$ cat config.mk
export PLATFORM = sky130hd
export DESIGN_NAME = raiu_top
export DESIGN_NICKNAME = d
export VERILOG_FILES = /design/src/hdl/raiu_top.v
export VERILOG_INCLUDE_DIRS = /design/src /design/src/hdl
export SDC_FILE = /design/constraint.sdc
export NUM_CORES = 1
export LEC_CHECK = 0
export BUFFER_PORTS_ARGS = -buffer_cell sky130_fd_sc_hd__buf_2
export CAP_MARGIN = 10
export CORE_MARGIN = 8
export CORE_UTILIZATION = 57
export CTS_CLUSTER_DIAMETER = 60
export DETAILED_ROUTE_END_ITERATION = 6
export PLACE_DENSITY = 0.88
export SETUP_SLACK_MARGIN = 0.02
export SKIP_LAST_GASP = 1
export SYNTH_ARGS = -nofsm -noshare
export SYNTH_HDL_FRONTEND = slang
export SYNTH_SLANG_ARGS = --single-unit
$ cat constraint.sdc
create_clock -name sys_clk -period 3.95 [get_ports sys_clk]
set_input_delay 0.395 -clock sys_clk [delete_from_list [all_inputs] [get_ports sys_clk]]
set_output_delay 0.395 -clock sys_clk [all_outputs]
set_load 0.03 [all_outputs]
$ cat src/hdl/raiu_defs.vh
// Register offsets, field positions and reset values of the receive alarm interrupt unit
`ifndef RAIU_DEFS_VH
`define RAIU_DEFS_VH
// Register indexes; byte address is four times the index
`define RAIU_IDX_LINE_STAT 5'h00
`define RAIU_IDX_PATH_STAT 5'h01
`define RAIU_IDX_OVF_STAT 5'h02
`define RAIU_IDX_LINE_MASK 5'h07
`define RAIU_IDX_PATH_MASK 5'h08
`define RAIU_IDX_OVF_MASK 5'h09
`define RAIU_IDX_ENABLE 5'h1c
`define RAIU_IDX_PEND 5'h1d
`define RAIU_IDX_CLEAR 5'h1e
// Reset values
`define RAIU_MASK_RST 8'h00
`define RAIU_ENABLE_RST 8'h01
// line_alarm_status fields
`define RAIU_B1_PAR 0
`define RAIU_B2_PAR 1
`define RAIU_B3_PAR 2
`define RAIU_CELL_LOST 3
`define RAIU_SIG_ABSENT 4
`define RAIU_FRAME_SLIP 5
`define RAIU_FRAME_LOST 6
`define RAIU_CARRIER_LOST 7
// path_alarm_status fields
`define RAIU_LINE_AIS 0
`define RAIU_LINE_FERF 1
`define RAIU_RX_OVF 2
`define RAIU_PTR_MISSING 3
`define RAIU_PATH_AIS 4
`define RAIU_B1_BLK_OVF 5
`define RAIU_B2_BLK_OVF 6
`define RAIU_B3_BLK_OVF 7
// counter_overflow_status fields
`define RAIU_B1_CV_OVF 0
`define RAIU_B2_CV_OVF 1
`define RAIU_B3_CV_OVF 2
`define RAIU_PATH_RDI 3
`define RAIU_PATH_FERF 4
// Sticky bits per register, other used bits are level bits; RAIU_USED3 lists the used overflow bits
`define RAIU_STICKY1 8'h07
`define RAIU_STICKY2 8'he0
`define RAIU_STICKY3 8'h07
`define RAIU_USED3 8'h1f
`endif

$ cat src/hdl/raiu_top.v
// Receive alarm interrupt unit: alarm status, masks and active-low interrupt
// Summary of operation
// - Line status: parity, cell, signal, frame, carrier bits
// - Path and overflow status bit layout
// - External alarm status bits mirror alarm inputs
// - Any external alarm change asserts interrupt
// - Reads keep level bits; status read releases irq_out_n, irq waits for a clear write
// - Carrier, path AIS, RDI level bits, edge interrupt
// - Error bits sticky until any status read
// - Parity error sets bit and asserts interrupt
// - Cleared sticky bit stays clear until recurrence
// - Mask bit one blocks matching cause
// - Masks reset to zero
// - Status registers readable at indexes zero to two
// - Counter overflow sets bit and interrupts
`timescale 1ns/100ps
`include "raiu_defs.vh"
module raiu_top (
    input wire sys_clk,
    input wire rst_n,
    input wire wb_cyc_i,
    input wire wb_stb_i,
    input wire wb_we_i,
    input wire [6:2] wb_adr_i,
    input wire [3:0] wb_sel_i,
    input wire [31:0] wb_dat_i,
    output reg [31:0] wb_dat_o,
    output reg wb_ack_o,
    input wire signal_absent_alarm,
    input wire framing_slip_alarm,
    input wire frame_lost_alarm,
    input wire line_alarm_indication,
    input wire pointer_missing_alarm,
    input wire line_far_end_fail,
    input wire cell_delineation_lost,
    input wire rx_fifo_overflow_alarm,
    input wire carrier_lost_alarm,
    input wire path_ais_alarm,
    input wire path_rdi_alarm,
    input wire path_ferf_alarm,
    input wire [2:0] parity_err_pulse,
    input wire [2:0] blk_ovf_pulse,
    input wire [2:0] cv_ovf_pulse,
    output wire irq_out_n,
    output wire irq
);

    // Alarm levels and error pulses come from pins: two synchroniser flops each
    reg [11:0] lvl_s1_r;
    reg [11:0] lvl_s2_r;
    reg [8:0] evt_s1_r;
    reg [8:0] evt_s2_r;
    reg [8:0] evt_d_r;
    always @(posedge sys_clk or negedge rst_n) begin
        if (!rst_n) begin
            lvl_s1_r <= 12'h000;
            lvl_s2_r <= 12'h000;
            evt_s1_r <= 9'h000;
            evt_s2_r <= 9'h000;
            evt_d_r <= 9'h000;
        end else begin
            lvl_s1_r <= {path_ferf_alarm, path_rdi_alarm, path_ais_alarm, carrier_lost_alarm,
                         rx_fifo_overflow_alarm, cell_delineation_lost, line_far_end_fail,
                         pointer_missing_alarm, line_alarm_indication, frame_lost_alarm,
                         framing_slip_alarm, signal_absent_alarm};
            lvl_s2_r <= lvl_s1_r;
            evt_s1_r <= {cv_ovf_pulse, blk_ovf_pulse, parity_err_pulse};
            evt_s2_r <= evt_s1_r;
            evt_d_r <= evt_s2_r;
        end
    end

    // Error events are rising edges of the synchronised pulses
    wire [8:0] evt_rise = evt_s2_r & ~evt_d_r;

    // Level bits placed in register layout
    wire [7:0] lvl1 = {lvl_s2_r[8], lvl_s2_r[2], lvl_s2_r[1], lvl_s2_r[0], lvl_s2_r[6], 3'h0};
    // Line AIS sits in bit 0 and pointer loss in bit 3
    wire [7:0] lvl2 = {3'h0, lvl_s2_r[9], lvl_s2_r[4], lvl_s2_r[7], lvl_s2_r[5], lvl_s2_r[3]};
    wire [7:0] lvl3 = {3'h0, lvl_s2_r[11], lvl_s2_r[10], 3'h0};
    // Sticky sets in register layout
    wire [7:0] set1 = {5'h00, evt_rise[2:0]};
    wire [7:0] set2 = {evt_rise[5:3], 5'h00};
    wire [7:0] set3 = {5'h00, evt_rise[8:6]};

    // Bus decode
    wire bus_req = wb_cyc_i & wb_stb_i & ~wb_ack_o;
    wire bus_wr = bus_req & wb_we_i & wb_sel_i[0];
    wire bus_rd = bus_req & ~wb_we_i;
    wire [4:0] idx = wb_adr_i;
    wire stat_rd = bus_rd && (idx == `RAIU_IDX_LINE_STAT || idx == `RAIU_IDX_PATH_STAT ||
                              idx == `RAIU_IDX_OVF_STAT);

    reg [7:0] stat1_r;
    reg [7:0] stat2_r;
    reg [7:0] stat3_r;
    reg [7:0] mask1_r;
    reg [7:0] mask2_r;
    reg [7:0] mask3_r;
    reg [7:0] pend_r;
    reg [7:0] enable_r;
    reg irq_hold_r;

    // Sticky bits: a new error wins over a same-cycle read clear
    always @(posedge sys_clk or negedge rst_n) begin
        if (!rst_n) begin
            stat1_r <= 8'h00;
            stat2_r <= 8'h00;
            stat3_r <= 8'h00;
        end else begin
            stat1_r <= lvl1 | set1 | (stat1_r & `RAIU_STICKY1 & {8{~stat_rd}});
            stat2_r <= lvl2 | set2 | (stat2_r & `RAIU_STICKY2 & {8{~stat_rd}});
            stat3_r <= lvl3 | set3 | (stat3_r & `RAIU_STICKY3 & {8{~stat_rd}});
        end
    end

    // Causes: level bits on either edge, sticky bits on their setting event
    wire [7:0] chg1 = ((lvl1 ^ stat1_r) & ~`RAIU_STICKY1) | set1;
    wire [7:0] chg2 = ((lvl2 ^ stat2_r) & ~`RAIU_STICKY2) | set2;
    wire [7:0] chg3 = ((lvl3 ^ stat3_r) & ~`RAIU_STICKY3 & `RAIU_USED3) | set3;
    wire cause = |(chg1 & ~mask1_r) | |(chg2 & ~mask2_r) | |(chg3 & ~mask3_r);

    // Interrupt latch; a cause in the read cycle keeps it asserted
    always @(posedge sys_clk or negedge rst_n) begin
        if (!rst_n) begin
            irq_hold_r <= 1'b0;
        end else if (cause) begin
            irq_hold_r <= 1'b1;
        end else if (stat_rd) begin
            irq_hold_r <= 1'b0;
        end
    end

    // Sticky pending bit for the system-level interrupt wrapper
    always @(posedge sys_clk or negedge rst_n) begin
        if (!rst_n) begin
            pend_r <= 8'h00;
        end else begin
            pend_r <= {7'h00, cause | (pend_r[0] &
                       ~(bus_wr && idx == `RAIU_IDX_CLEAR && wb_dat_i[0]))};
        end
    end

    // Register writes and bus answer one cycle after request
    always @(posedge sys_clk or negedge rst_n) begin
        if (!rst_n) begin
            mask1_r <= `RAIU_MASK_RST;
            mask2_r <= `RAIU_MASK_RST;
            mask3_r <= `RAIU_MASK_RST;
            enable_r <= `RAIU_ENABLE_RST;
            wb_ack_o <= 1'b0;
        end else begin
            wb_ack_o <= bus_req;
            if (bus_wr) begin
                if (idx == `RAIU_IDX_LINE_MASK) begin
                    mask1_r <= wb_dat_i[7:0];
                end else if (idx == `RAIU_IDX_PATH_MASK) begin
                    mask2_r <= wb_dat_i[7:0];
                end else if (idx == `RAIU_IDX_OVF_MASK) begin
                    mask3_r <= wb_dat_i[7:0];
                end else if (idx == `RAIU_IDX_ENABLE) begin
                    enable_r <= {7'h00, wb_dat_i[0]};
                end
            end
        end
    end

    // Read data; status read returns value before its clear
    always @(posedge sys_clk or negedge rst_n) begin
        if (!rst_n) begin
            wb_dat_o <= 32'h0000_0000;
        end else if (bus_rd) begin
            if (idx == `RAIU_IDX_LINE_STAT) begin
                wb_dat_o <= {24'h000000, stat1_r};
            end else if (idx == `RAIU_IDX_PATH_STAT) begin
                wb_dat_o <= {24'h000000, stat2_r};
            end else if (idx == `RAIU_IDX_OVF_STAT) begin
                wb_dat_o <= {24'h000000, stat3_r};
            end else if (idx == `RAIU_IDX_LINE_MASK) begin
                wb_dat_o <= {24'h000000, mask1_r};
            end else if (idx == `RAIU_IDX_PATH_MASK) begin
                wb_dat_o <= {24'h000000, mask2_r};
            end else if (idx == `RAIU_IDX_OVF_MASK) begin
                wb_dat_o <= {24'h000000, mask3_r};
            end else if (idx == `RAIU_IDX_ENABLE) begin
                wb_dat_o <= {24'h000000, enable_r};
            end else if (idx == `RAIU_IDX_PEND) begin
                wb_dat_o <= {24'h000000, pend_r};
            end else begin
                wb_dat_o <= 32'h0000_0000; // Unmapped reads zero
            end
        end
    end

    // irq_out_n comes straight from a flop; irq is the AND of two flops, pend_r[0] and enable_r[0]
    assign irq_out_n = ~irq_hold_r;
    assign irq = pend_r[0] & enable_r[0];

endmodule // raiu_top

==> impl_summary.log, run 1 <==
[metrics] total gr overflow: 0
[metrics] Worst Setup End Kind: register
[metrics] number of inserted diodes: 0
[metrics] Setup Fix Bufs, Post-CTS: 0
[metrics] Max rail drop VDD: 246 uV
[metrics] Slew Viols, Final: 0
[metrics] mapped cell area: around 0.0043 sq mm
[metrics] clock net sink count: between 100 and 150
[metrics] starting utilization of the core area: about three fifths
[metrics] cell at the slowest stage of the critical path: sky130_fd_sc_hd__nand4_1
[metrics] Die Ht: ~100 um
[metrics] antenna viol nets, final: 0
[metrics] post-route setup TNS: 0 ns
[metrics] share of the cycle needed by the critical path after routing: a little over half
[metrics] Leakage: 0.00223 uW
[metrics] count of port buffers added during placement: 50
[metrics] Seq/Total Area, Yosys: ~63%
[metrics] count of vias placed by the detailed router: 2742
[metrics] Area Overhead vs Synth: 11.0%
[metrics] Tightest Hold Check Type: primary input to register
[metrics] max-capacitance violation count: 0
[metrics] status: complete, but fails checks
[metrics] RSZ-0062 raised after global routing: no
[metrics] top cell type by total area after synthesis: sky130_fd_sc_hd__dfrtp_1
[metrics] distinct cell type count of the synthesized netlist: 46
[metrics] vias in the first global route: roughly 2800
[metrics] clock latency on the worst-skew pair: ~0.36 ns
[metrics] aggregate global-route resource usage: between 10% and 20%
[metrics] Post-Syn Instances: between 300 and 400
[metrics] total power: ~2100 uW
[metrics] mean routed wirelength per cell: 18.7 um
[metrics] CP Data Required Time: 4.20 ns
[metrics] worst-path cell chain: buf_2, nand3_1, nor3_1, nand4_1, mux2_2
[metrics] area of the die: approximately 0.011 sq mm
[metrics] Avg Synthesized Cell Area: 13.3 sq um
[metrics] Placement Rows: 31
[metrics] starting DRC count in detailed routing: 219
[metrics] drt total wl: around 9000 um
[metrics] H-tree depth reported by CTS: 3
[metrics] buffer levels on the longest clock path: 2
[metrics] primary flip-flop cell chosen by synthesis mapping: sky130_fd_sc_hd__dfrtp_1
[metrics] CTS Root Buffer Type: sky130_fd_sc_hd__clkbuf_8
[metrics] number of warning messages in the yosys log: 0
[metrics] final hold violation count: 0
[metrics] Rel. slew slack: about half
[metrics] count of instances resized after the clock tree is built: 0
[metrics] first-pass GRT wire length: 14500 um
[metrics] Data arrival, critical path: roughly 2.4 ns
[metrics] share of layout cells above drive strength 1: 30.7%
[metrics] DRC violations left: 1
[metrics] Via density: roughly 5.7
[metrics] violations in the final reports: design-rule violations
[metrics] power density over the cells: 446 mW/mm^2
[metrics] Async S/R FF share, synth: 100%
[metrics] top cell type's share of synthesized area: roughly 62%
[metrics] count of boundary I/O pins: between 100 and 150
[metrics] antenna violations before repair: 0
[metrics] skew final: 0.00535 ns
[metrics] TritonCTS clock tree: done
[metrics] placeable core region: between 0.007 and 0.008 sq mm
[metrics] number of clock buffers inserted by TritonCTS: 9
[metrics] Slowest Stage Delay on Critical Path: 0.53 ns
[metrics] weighted congestion reported at the end of routability-driven placement: 0.895
[metrics] fin nets: around 440
[metrics] clock transition time at the flip-flop clock pins of the worst setup and hold paths: around 0.1 ns
[metrics] largest net degree at the start of global routing: 51
[metrics] top cells by area in the synthesized netlist: sky130_fd_sc_hd__dfrtp_1, sky130_fd_sc_hd__mux2_2, sky130_fd_sc_hd__buf_4
[metrics] endpoints failing setup: 0
[metrics] register bit total from synthesis: roughly 110
[metrics] detailed placer's ending HPWL: 6570 um
[metrics] maximum achievable frequency: 467 MHz
[metrics] crit start category: primary input
[metrics] width of the chip: slightly above 100 um
[metrics] CP max FO: 26
[metrics] EDFF count, synth: 0
[metrics] count of TritonRoute iterations in the first routing pass: 7
[metrics] min Tclk post-route: roughly 2.1 ns
[metrics] crit path kind: primary input to register
[metrics] worst slew pin tran: between 0.7 and 0.8 ns
placed cells by master (no fill, tap or decap), types with 8 or more instances in the layout:
| cell type | netlist | layout |
|---|---|---|
| sky130_fd_sc_hd__dfrtp_1 | 107 | 107 |
| sky130_fd_sc_hd__buf_2 | 4 | 49 |
| sky130_fd_sc_hd__mux2_2 | 24 | 24 |
| sky130_fd_sc_hd__conb_1 | 1 | 24 |
| sky130_fd_sc_hd__nand2_1 | 15 | 15 |
| sky130_fd_sc_hd__xnor2_1 | 13 | 13 |
| sky130_fd_sc_hd__o22ai_1 | 13 | 13 |
| sky130_fd_sc_hd__inv_1 | 12 | 12 |
| sky130_fd_sc_hd__o21ai_0 | 11 | 11 |
| sky130_fd_sc_hd__clkbuf_8 | 0 | 11 |
| sky130_fd_sc_hd__mux2_4 | 8 | 8 |
synth_stat cells (all sizes together) (2+ instances only):
library cell,n
and3b,2
nand3,4
mux2,32
nand2b,2
dfrtp,107
a211o,5
a22oi,3
inv,12
o221a,3
o221ai,6
xnor2,13
nor3,6
o211ai,4
a31oi,4
nor2b,6
nor4,6
nor2,5
nand4,6
clkbuf,6
or3b,3
buf,30
nand2,15
o22ai,13
o21ai,11
a21oi,5
mux2i,2
or2,2
flip-flops by register name, summed over array words and instances, names as in the netlist:
name	count
wb_dat_o	8
evt_s1_r	9
lvl_s2_r	12
wb_ack_o	1
stat1_r	8
pend_r	1
lvl_s1_r	12
mask2_r	8
evt_s2_r	9
stat2_r	8
mask1_r	8
evt_d_r	9
enable_r	1
stat3_r	5
mask3_r	8
irq_hold_r	1
report_power, final:
part	switching (uW)	internal [uW]	total [uW]
registers	40.8	1170	1210
clock network	352	329	681
logic	162	85.4	247
total	555	1580	2140
layer usage:
metal | global-route usage [%] | share of wire [%]
met1 | 23.0 | 39
met2 | 28.8 | 50
met3 | 5.60 | 9.2
met4 | 7.68 | 2.4
met5 | 0 | 0
metrics by stage:
stage                     instance area [sq um]  hold slack, ns  std cells  utilization [%]  setup slack (ns)
after global routing                       4780           0.104        480             65.6              1.71
after floorplan                            4400          0.0994        347                -              1.97
after global placement                     4560           0.306        463             62.6              1.56
after CTS                                  4780           0.117        480             65.6              1.91
after detailed placement                   4560           0.308        463             62.6              1.50
final                                      4780           0.129        480             65.6              1.81
worst paths after layout:
path	startpoint	cells after the start	slack, ns	end
max in group asynchronous	rst_n	3	2.56	stat2_r[4]$_DFF_PN0_
worst max-delay path	wb_adr_i[2]	5	1.81	mask1_r[2]$_DFFE_PN0P_
min in group asynchronous	rst_n	2	0.49	evt_s1_r[2]$_DFF_PN0_
worst min-delay path	framing_slip_alarm	1	0.13	lvl_s1_r[1]$_DFF_PN0_
worst min register to register	evt_s1_r[5]$_DFF_PN0_	0	0.35	evt_s2_r[5]$_DFF_PN0_
worst max register to register	wb_ack_o$_DFF_PN0_	4	1.93	mask2_r[6]$_DFFE_PN0P_
logic make-up (layout without fill, tap and decap cells):
logic type      count (synthesis)  after routing  share of synthesized area (%)
simple gates                   62             62                           9.11
flops                         108            108                           62.7
compound gates                 58             58                           9.35
xor+xnor                       13             13                           2.64
mux                            34             34                           9.52
buf+inv                        48             82                           6.56
other cells                     1             24                         0.0870
cell type report:
type | count | area, sq um
Sequential cell | 108 | 2700
Fill cell | 556 | 2510
Inverter | 12 | 45.0
Multi-Input combinational cell | 191 | 1420
Tap cell | 99 | 124
Clock buffer | 11 | 151
Timing Repair Buffer | 54 | 285
Clock inverter | 5 | 58.8
timing repair:
item / in CTS / in global routing
endpoints found under the hold margin: 24 / 0
hold buffers: 1 / 0
setup endpoints to repair: 0 / 0
worst max-delay path: cells and delay by family:
| family | cells | cell delay (ns) |
|---|---|---|
| muxes | 1 | 0.48 |
| and+or+nand+nor | 3 | 1.03 |
| buffers and inverters | 1 | 0.46 |
(Power assumes the default switching activity.)
==> inputs of run 2 (changes only) <==
Settings changed: CORE_UTILIZATION 57 to 48, PLACE_DENSITY 0.88 to 0.79.
Clock period 3.95 ns to 1.7 ns, I/O delays scaled along.
==> impl_summary.log, run 2 (synthesis gave the netlist of run 1 again) <==
[metrics] Max rail drop VDD: 556 uV (+130%)
[metrics] Top Registers: lvl_s1_r x12, lvl_s2_r x12
[metrics] placeable core region: 0.00872 sq mm (+20%)
[metrics] DRC violations left: 0 (-1)
[metrics] power density over the cells: 923 mW/mm^2 (+110%)
[metrics] Area Overhead vs Synth: 22.0%
[metrics] Tightest Hold Check Type: primary input to register
[metrics] drt total wl: 9200 um (+2.6%)
[metrics] post-route setup TNS: -0.821 ns (-0.821 ns)
[metrics] Placement Rows: 34 (+9.7%)
[metrics] buffer levels on the longest clock path: 2 (unchanged)
[metrics] mean routed wirelength per cell: 17.2 um (-8.2%)
[metrics] clock net sink count: 108 (unchanged)
[metrics] count of port buffers added during placement: 50 (unchanged)
[metrics] weighted congestion reported at the end of routability-driven placement: 0.860 (-4.0%)
[metrics] number of clock buffers inserted by TritonCTS: 9 (unchanged)
[metrics] share of the cycle needed by the critical path after routing: 106%
[metrics] CP Data Required Time: 1.96 ns (-2.24 ns)
[metrics] antenna violations before repair: 0 (unchanged)
[metrics] launching point of the worst reg2reg path: wb_ack_o$_DFF_PN0_
[metrics] Hold Path Stages: 2 (+1)
[metrics] vias in the first global route: 2990 (+5.0%)
[metrics] share of layout cells above drive strength 1: 34.1% (+3.4 points)
[metrics] Layout Utilization: 60.3% (-5.3 points)
[metrics] CTS Root Buffer Type: sky130_fd_sc_hd__clkbuf_8
[metrics] number of cells on the worst reg-to-reg path: 4 (unchanged)
[metrics] most common cell after layout, fill and taps aside: sky130_fd_sc_hd__dfrtp_1
[metrics] Data arrival, critical path: 2.07 ns (-0.32 ns)
[metrics] sink of the worst hold path: mask2_r[5]$_DFFE_PN0P_
[metrics] clock latency on the worst-skew pair: 0.37 ns (about the same)
[metrics] H-tree depth reported by CTS: 3 (unchanged)
[metrics] first-pass GRT wire length: 14800 um (+2.7%)
[metrics] endpoints failing setup: 8 (+8)
[metrics] aggregate global-route resource usage: 14.9% (-3.4 points)
[metrics] Place WS: -0.0846 ns (-1.58 ns)
[metrics] Leakage: 0.00246 uW (+10%)
[metrics] maximum achievable frequency: 553 MHz
[metrics] violations in the final reports: negative setup slack
[metrics] CP max FO: 8 (-69%)
[metrics] crit start category: register
[metrics] count of vias placed by the detailed router: 2846 (+3.8%)
[metrics] Layout Cells excl Fill: 536 (+12%)
[metrics] clock transition time at the flip-flop clock pins of the worst setup and hold paths: 0.10 ns (about the same)
[metrics] total gr overflow: 0 (unchanged)
[metrics] max-capacitance violation count: 0 (unchanged)
[metrics] min Tclk post-route: ~1.8 ns
[metrics] Inst Count DP: 499 (+7.8%)
[metrics] Via density: 5.31 (-7.1%)
[metrics] fin nets: 491 (+11%)
[metrics] commonest cells after routing, fill and taps aside: sky130_fd_sc_hd__dfrtp_1, sky130_fd_sc_hd__buf_2, sky130_fd_sc_hd__buf_4
[metrics] total power: 4850 uW (+130%)
[metrics] count of boundary I/O pins: 102 (unchanged)
[metrics] post-route worst setup slack: -0.107 ns (-1.92 ns)
[metrics] antenna viol nets, final: 0 (unchanged)
[metrics] number of inserted diodes: 0 (unchanged)
[metrics] TritonCTS clock tree: done
[metrics] largest net degree at the start of global routing: 36 (-29%)
[metrics] width of the chip: 111 um (+7.6%)
[metrics] RSZ-0062 raised after global routing: yes
[metrics] endpoint of the worst-slack reg-to-reg timing path: mask3_r[1]$_DFFE_PN0P_
[metrics] count of TritonRoute iterations in the first routing pass: 4 (-3)
[metrics] skew final: 0.0124 ns (+0.00700 ns)
[metrics] Die Ht: 111 um (+7.6%)
[metrics] crit path kind: register to register
[metrics] Slew Viols, Final: 0 (unchanged)
[metrics] setup slack of the most critical reg-to-reg path: -0.11 ns (-2.04 ns)
[metrics] Worst Setup End Kind: register
[metrics] final hold violation count: 0 (unchanged)
[metrics] starting DRC count in detailed routing: 189 (-14%)
[metrics] status: complete, but fails checks
[metrics] worst hold path startpoint: wb_dat_i[5]
[metrics] detailed placer's ending HPWL: 6880 um (+4.7%)
[metrics] starting utilization of the core area: 49.4% (-9.7 points)
[metrics] area of the die: 0.0123 sq mm (+16%)
[run 2: stage by stage]
stage	hold slack, ns	cell area [sq um]
after floorplan	-0.126	4420
after CTS	0.0526	5240
after detailed placement	0.156	4830
after global routing	0.0451	5260
after global placement	0.149	4830
final	0.0612	5260
[run 2: critical path, cell delays in order, from the launching register on]
cell and delay (ns):
sky130_fd_sc_hd__dfrtp_2 0.41, sky130_fd_sc_hd__and3b_2 0.27, sky130_fd_sc_hd__nand4_4 0.12, sky130_fd_sc_hd__or4_4 0.56, sky130_fd_sc_hd__mux2_4 0.33
[run 2: worst max-delay path by stage]
stage | startpoint | endpoint | cells past startpoint
floorplan | wb_ack_o$_DFF_PN0_ | mask3_r[0]$_DFFE_PN0P_ | 5
global placement | wb_ack_o$_DFF_PN0_ | mask3_r[1]$_DFFE_PN0P_ | 4
detailed placement | wb_ack_o$_DFF_PN0_ | mask3_r[6]$_DFFE_PN0P_ | 4
CTS | wb_ack_o$_DFF_PN0_ | mask3_r[2]$_DFFE_PN0P_ | 4
global route | wb_ack_o$_DFF_PN0_ | mask3_r[1]$_DFFE_PN0P_ | 4
finish | wb_ack_o$_DFF_PN0_ | mask3_r[1]$_DFFE_PN0P_ | 4
[run 2: power breakdown]
part / switching (uW) / internal [uW]
combinational: 388 / 269
clock: 857 / 538
sequential: 90.2 / 2710
total: 1340 / 3520
[run 2: repair_timing]
item | 4_1_cts | 5_1_grt
resized for setup | 4 | 5
setup buffers | 0 | 0
hold buffers | 22 | 0
setup endpoints to repair | 13 | 24
endpoints found under the hold margin | 51 | 0
pin swaps | 0 | 0
[run 2: final cells by class]
cell class	instances	area, sq um
Inverter	12	45.0
Clock inverter	6	46.3
Tap cell	108	135
Sequential cell	108	2710
Timing Repair Buffer	102	747
Fill cell	677	3460
Clock buffer	9	124
Multi-Input combinational cell	191	1460
[run 2: per-layer routing]
layer	up-vias	wire [um]	track usage, %
li1	1305	-	-
met1	1410	3710	17.6
met2	109	4500	23.9
met3	22	707	5.84
met4	0	285	5.86
met5	-	0	0
==> inputs of run 3 (changes only) <==
Settings changed: CORE_UTILIZATION 48 to 46, PLACE_DENSITY 0.79 to 0.77.
==> impl_summary.log, run 3 (synthesis gave the netlist of run 1 again) <==
[metrics] Hold Path Stages: 2 (unchanged)
[metrics] share of layout cells above drive strength 1: 34.1% (unchanged)
[metrics] Sw Ratio: 26.5% (-1.0 points)
[metrics] worst hold path startpoint: wb_dat_i[3]
[metrics] register cell area after layout: 0.00271 sq mm (unchanged)
[metrics] count of TritonRoute iterations in the first routing pass: 4 (unchanged)
[metrics] Via density: 5.27 (-0.66%)
[metrics] largest net degree at the start of global routing: 40 (+11%)
[metrics] clock latency on the worst-skew pair: 0.37 ns (about the same)
[metrics] first-pass GRT wire length: 15000 um (+1.2%)
[metrics] aggregate global-route resource usage: 15.1% (+0.17 points)
[metrics] final hold violation count: 0 (unchanged)
[metrics] count of boundary I/O pins: 102 (unchanged)
[metrics] Worst Setup End Kind: register
[metrics] internal power consumption: 3640 uW (+3.5%)
[metrics] worst slew pin tran: roughly 0.49 ns
[metrics] starting DRC count in detailed routing: 189 (unchanged)
[metrics] count of vias placed by the detailed router: 2843 (-0.11%)
[metrics] max-capacitance violation count: 0 (unchanged)
[metrics] post-route setup TNS: -0.853 ns (-0.0315 ns)
[metrics] Die Ht: 113 um (+1.8%)
[metrics] crit start category: register
[metrics] number of inserted diodes: 0 (unchanged)
[metrics] min Tclk post-route: 1.81 ns (+0.00286 ns)
[metrics] maximum achievable frequency: 552 MHz (-0.16%)
[metrics] power density over the cells: 938 mW/mm^2 (+1.7%)
[metrics] violations in the final reports: negative setup slack
[metrics] detailed placer's ending HPWL: 6800 um (-1.1%)
[metrics] weighted congestion reported at the end of routability-driven placement: 0.846 (-1.6%)
[metrics] antenna violations before repair: 0 (unchanged)
[metrics] count of fill cells added during filler insertion: 754 (+11%)
[metrics] number of cells on the worst reg-to-reg path: 4 (unchanged)
[metrics] CP Data Required Time: 1.95 ns (about the same)
[metrics] setup slack of the most critical reg-to-reg path: -0.11 ns (about the same)
[metrics] Max rail drop VDD: 543 uV (-2.3%)
[metrics] clock share of power: 30.2% (+1.5 points)
[metrics] mean routed wirelength per cell: 16.9 um (-1.8%)
[metrics] Rel. slew slack: between 60 and 70%
[metrics] width of the chip: 113 um (+1.8%)
[metrics] Area Overhead vs Synth: 22.5%
[metrics] Slew Viols, Final: 0 (unchanged)
[metrics] crit path kind: register to register
[metrics] endpoints failing setup: 8 (unchanged)
[metrics] antenna viol nets, final: 0 (unchanged)
[metrics] TritonCTS clock tree: done
[metrics] Multi-input gate area: 0.00148 sq mm (+1.2%)
[metrics] NetSw: 1310 uW (-1.7%)
[metrics] endpoint of the worst-slack reg-to-reg timing path: mask3_r[3]$_DFFE_PN0P_
[metrics] commonest cells after routing, fill and taps aside: sky130_fd_sc_hd__dfrtp_1, sky130_fd_sc_hd__buf_2, sky130_fd_sc_hd__buf_4
[metrics] count of port buffers added during placement: 50 (unchanged)
[metrics] buffer levels on the longest clock path: 2 (unchanged)
[metrics] skew final: 0.00858 ns (-0.00378 ns)
[metrics] Top Registers: lvl_s1_r x12, lvl_s2_r x12
[metrics] H-tree depth reported by CTS: 3 (unchanged)
[metrics] CP max FO: 8 (unchanged)
[metrics] clock net sink count: 108 (unchanged)
[metrics] clock transition time at the flip-flop clock pins of the worst setup and hold paths: 0.10 ns (about the same)
[metrics] launching point of the worst reg2reg path: wb_ack_o$_DFF_PN0_
[metrics] combinational power share: 13.1% (-0.4 points)
[metrics] DRC violations left: 0 (unchanged)
[metrics] placeable core region: 0.00915 sq mm (+4.9%)
[metrics] CTS Root Buffer Type: sky130_fd_sc_hd__clkbuf_8
[metrics] post-route worst setup slack: -0.110 ns (-0.00286 ns)
[metrics] vias in the first global route: 2910 (-2.7%)
[metrics] Tightest Hold Check Type: primary input to register
[metrics] starting utilization of the core area: 47.1% (-2.3 points)
[metrics] Placement Rows: 35 (+2.9%)
[metrics] fin nets: 490 (-0.20%)
[metrics] area of the die: 0.0127 sq mm (+3.7%)
[metrics] total gr overflow: 0 (unchanged)
[metrics] most common cell after layout, fill and taps aside: sky130_fd_sc_hd__dfrtp_1
[metrics] number of clock buffers inserted by TritonCTS: 9 (unchanged)
[metrics] drt total wl: 9090 um (-1.2%)
[metrics] Leakage: 0.00247 uW (+0.57%)
[metrics] relative contribution of sequential cells to total power: 56.7% (-1.0 points)
[metrics] Data arrival, critical path: 2.06 ns (about the same)
[metrics] status: complete, but fails checks
[metrics] share of the cycle needed by the critical path after routing: 106% (+0.17 points)
[metrics] sink of the worst hold path: mask2_r[3]$_DFFE_PN0P_
[metrics] RSZ-0062 raised after global routing: yes
[metrics] total power: 4950 uW (+2.0%)
==> run 3: changes by cell type in the layout (fill, tap and decap cells not counted), sizes merged <==
cell      previous run  this run
clkinv               1         3
clkinvlp             2         0
inv                 15        13
buf                 80        79
clkbuf               9        12
==> run 3: through the flow <==
step / cells / util [%] / setup WS, ns / area [sq um] / hold slack (ns)
after detailed placement: 500 / 52.5 / -0.106 / 4810 / 0.156
after CTS: 539 / 57.4 / -0.118 / 5250 / 0.0475
after floorplan: 347 / - / -0.166 / 4420 / -0.126
after global routing: 539 / 57.7 / -0.160 / 5280 / 0.0498
final: 539 / 57.7 / -0.110 / 5280 / 0.0608
after global placement: 500 / 52.5 / -0.0718 / 4810 / 0.150
==> run 3: worst max-delay path by stage <==
stage	from	endpoint	slack, ns	cells after the start
after global placement	wb_ack_o$_DFF_PN0_	mask3_r[1]$_DFFE_PN0P_	-0.07	4
after global routing	wb_ack_o$_DFF_PN0_	mask3_r[3]$_DFFE_PN0P_	-0.16	4
after CTS	wb_ack_o$_DFF_PN0_	mask3_r[6]$_DFFE_PN0P_	-0.12	4
after floorplan	wb_ack_o$_DFF_PN0_	mask3_r[0]$_DFFE_PN0P_	-0.17	5
after detailed placement	wb_ack_o$_DFF_PN0_	mask3_r[6]$_DFFE_PN0P_	-0.11	4
final	wb_ack_o$_DFF_PN0_	mask3_r[3]$_DFFE_PN0P_	-0.11	4
==> run 3: final cells by class <==
| cell class | count | share of cell area, % |
|---|---|---|
| tap | 111 | 2.63 |
| clock buffer | 12 | 3.13 |
| sequential | 108 | 51.2 |
| timing repair buffer | 101 | 13.6 |
| clock inverter | 4 | 0.592 |
| inverter | 12 | 0.853 |
| multi-input combinational | 191 | 27.9 |
==> run 3: what timing repair did <==
item | 4_1_cts | 5_1_grt
gates resized for setup | 5 | 4
setup endpoints to repair | 25 | 33
setup buffers | 1 | 0
hold buffers | 22 | 0
pin swaps | 0 | 2
hold endpoints to repair | 53 | 0
==> run 3: power groups by stage <==
stage / sequential [uW] / combinational (uW) / clock [uW]
after CTS: 2810 / 647 / 1540
after detailed placement: 2860 / 602 / 0
after global placement: 2850 / 590 / 0
after global routing: 2820 / 704 / 1660
after floorplan: 2900 / 340 / 0
final: 2810 / 651 / 1500
==> run 3: routing by layer <==
| metal | GRT usage, % | part of all wire, % | vias up |
|---|---|---|---|
| li1 | - | - | 1314 |
| met1 | 19.3 | 43 | 1426 |
| met2 | 23.2 | 48 | 92 |
| met3 | 5.06 | 6.8 | 11 |
| met4 | 5.85 | 1.6 | 0 |
| met5 | 0 | 0 | - |
==> run 3: critical path, stage by stage (launching register included) <==
cell and delay (ns):
sky130_fd_sc_hd__dfrtp_2 0.41, sky130_fd_sc_hd__and3b_2 0.27, sky130_fd_sc_hd__nand4_4 0.12, sky130_fd_sc_hd__or4_4 0.57, sky130_fd_sc_hd__mux2_4 0.33
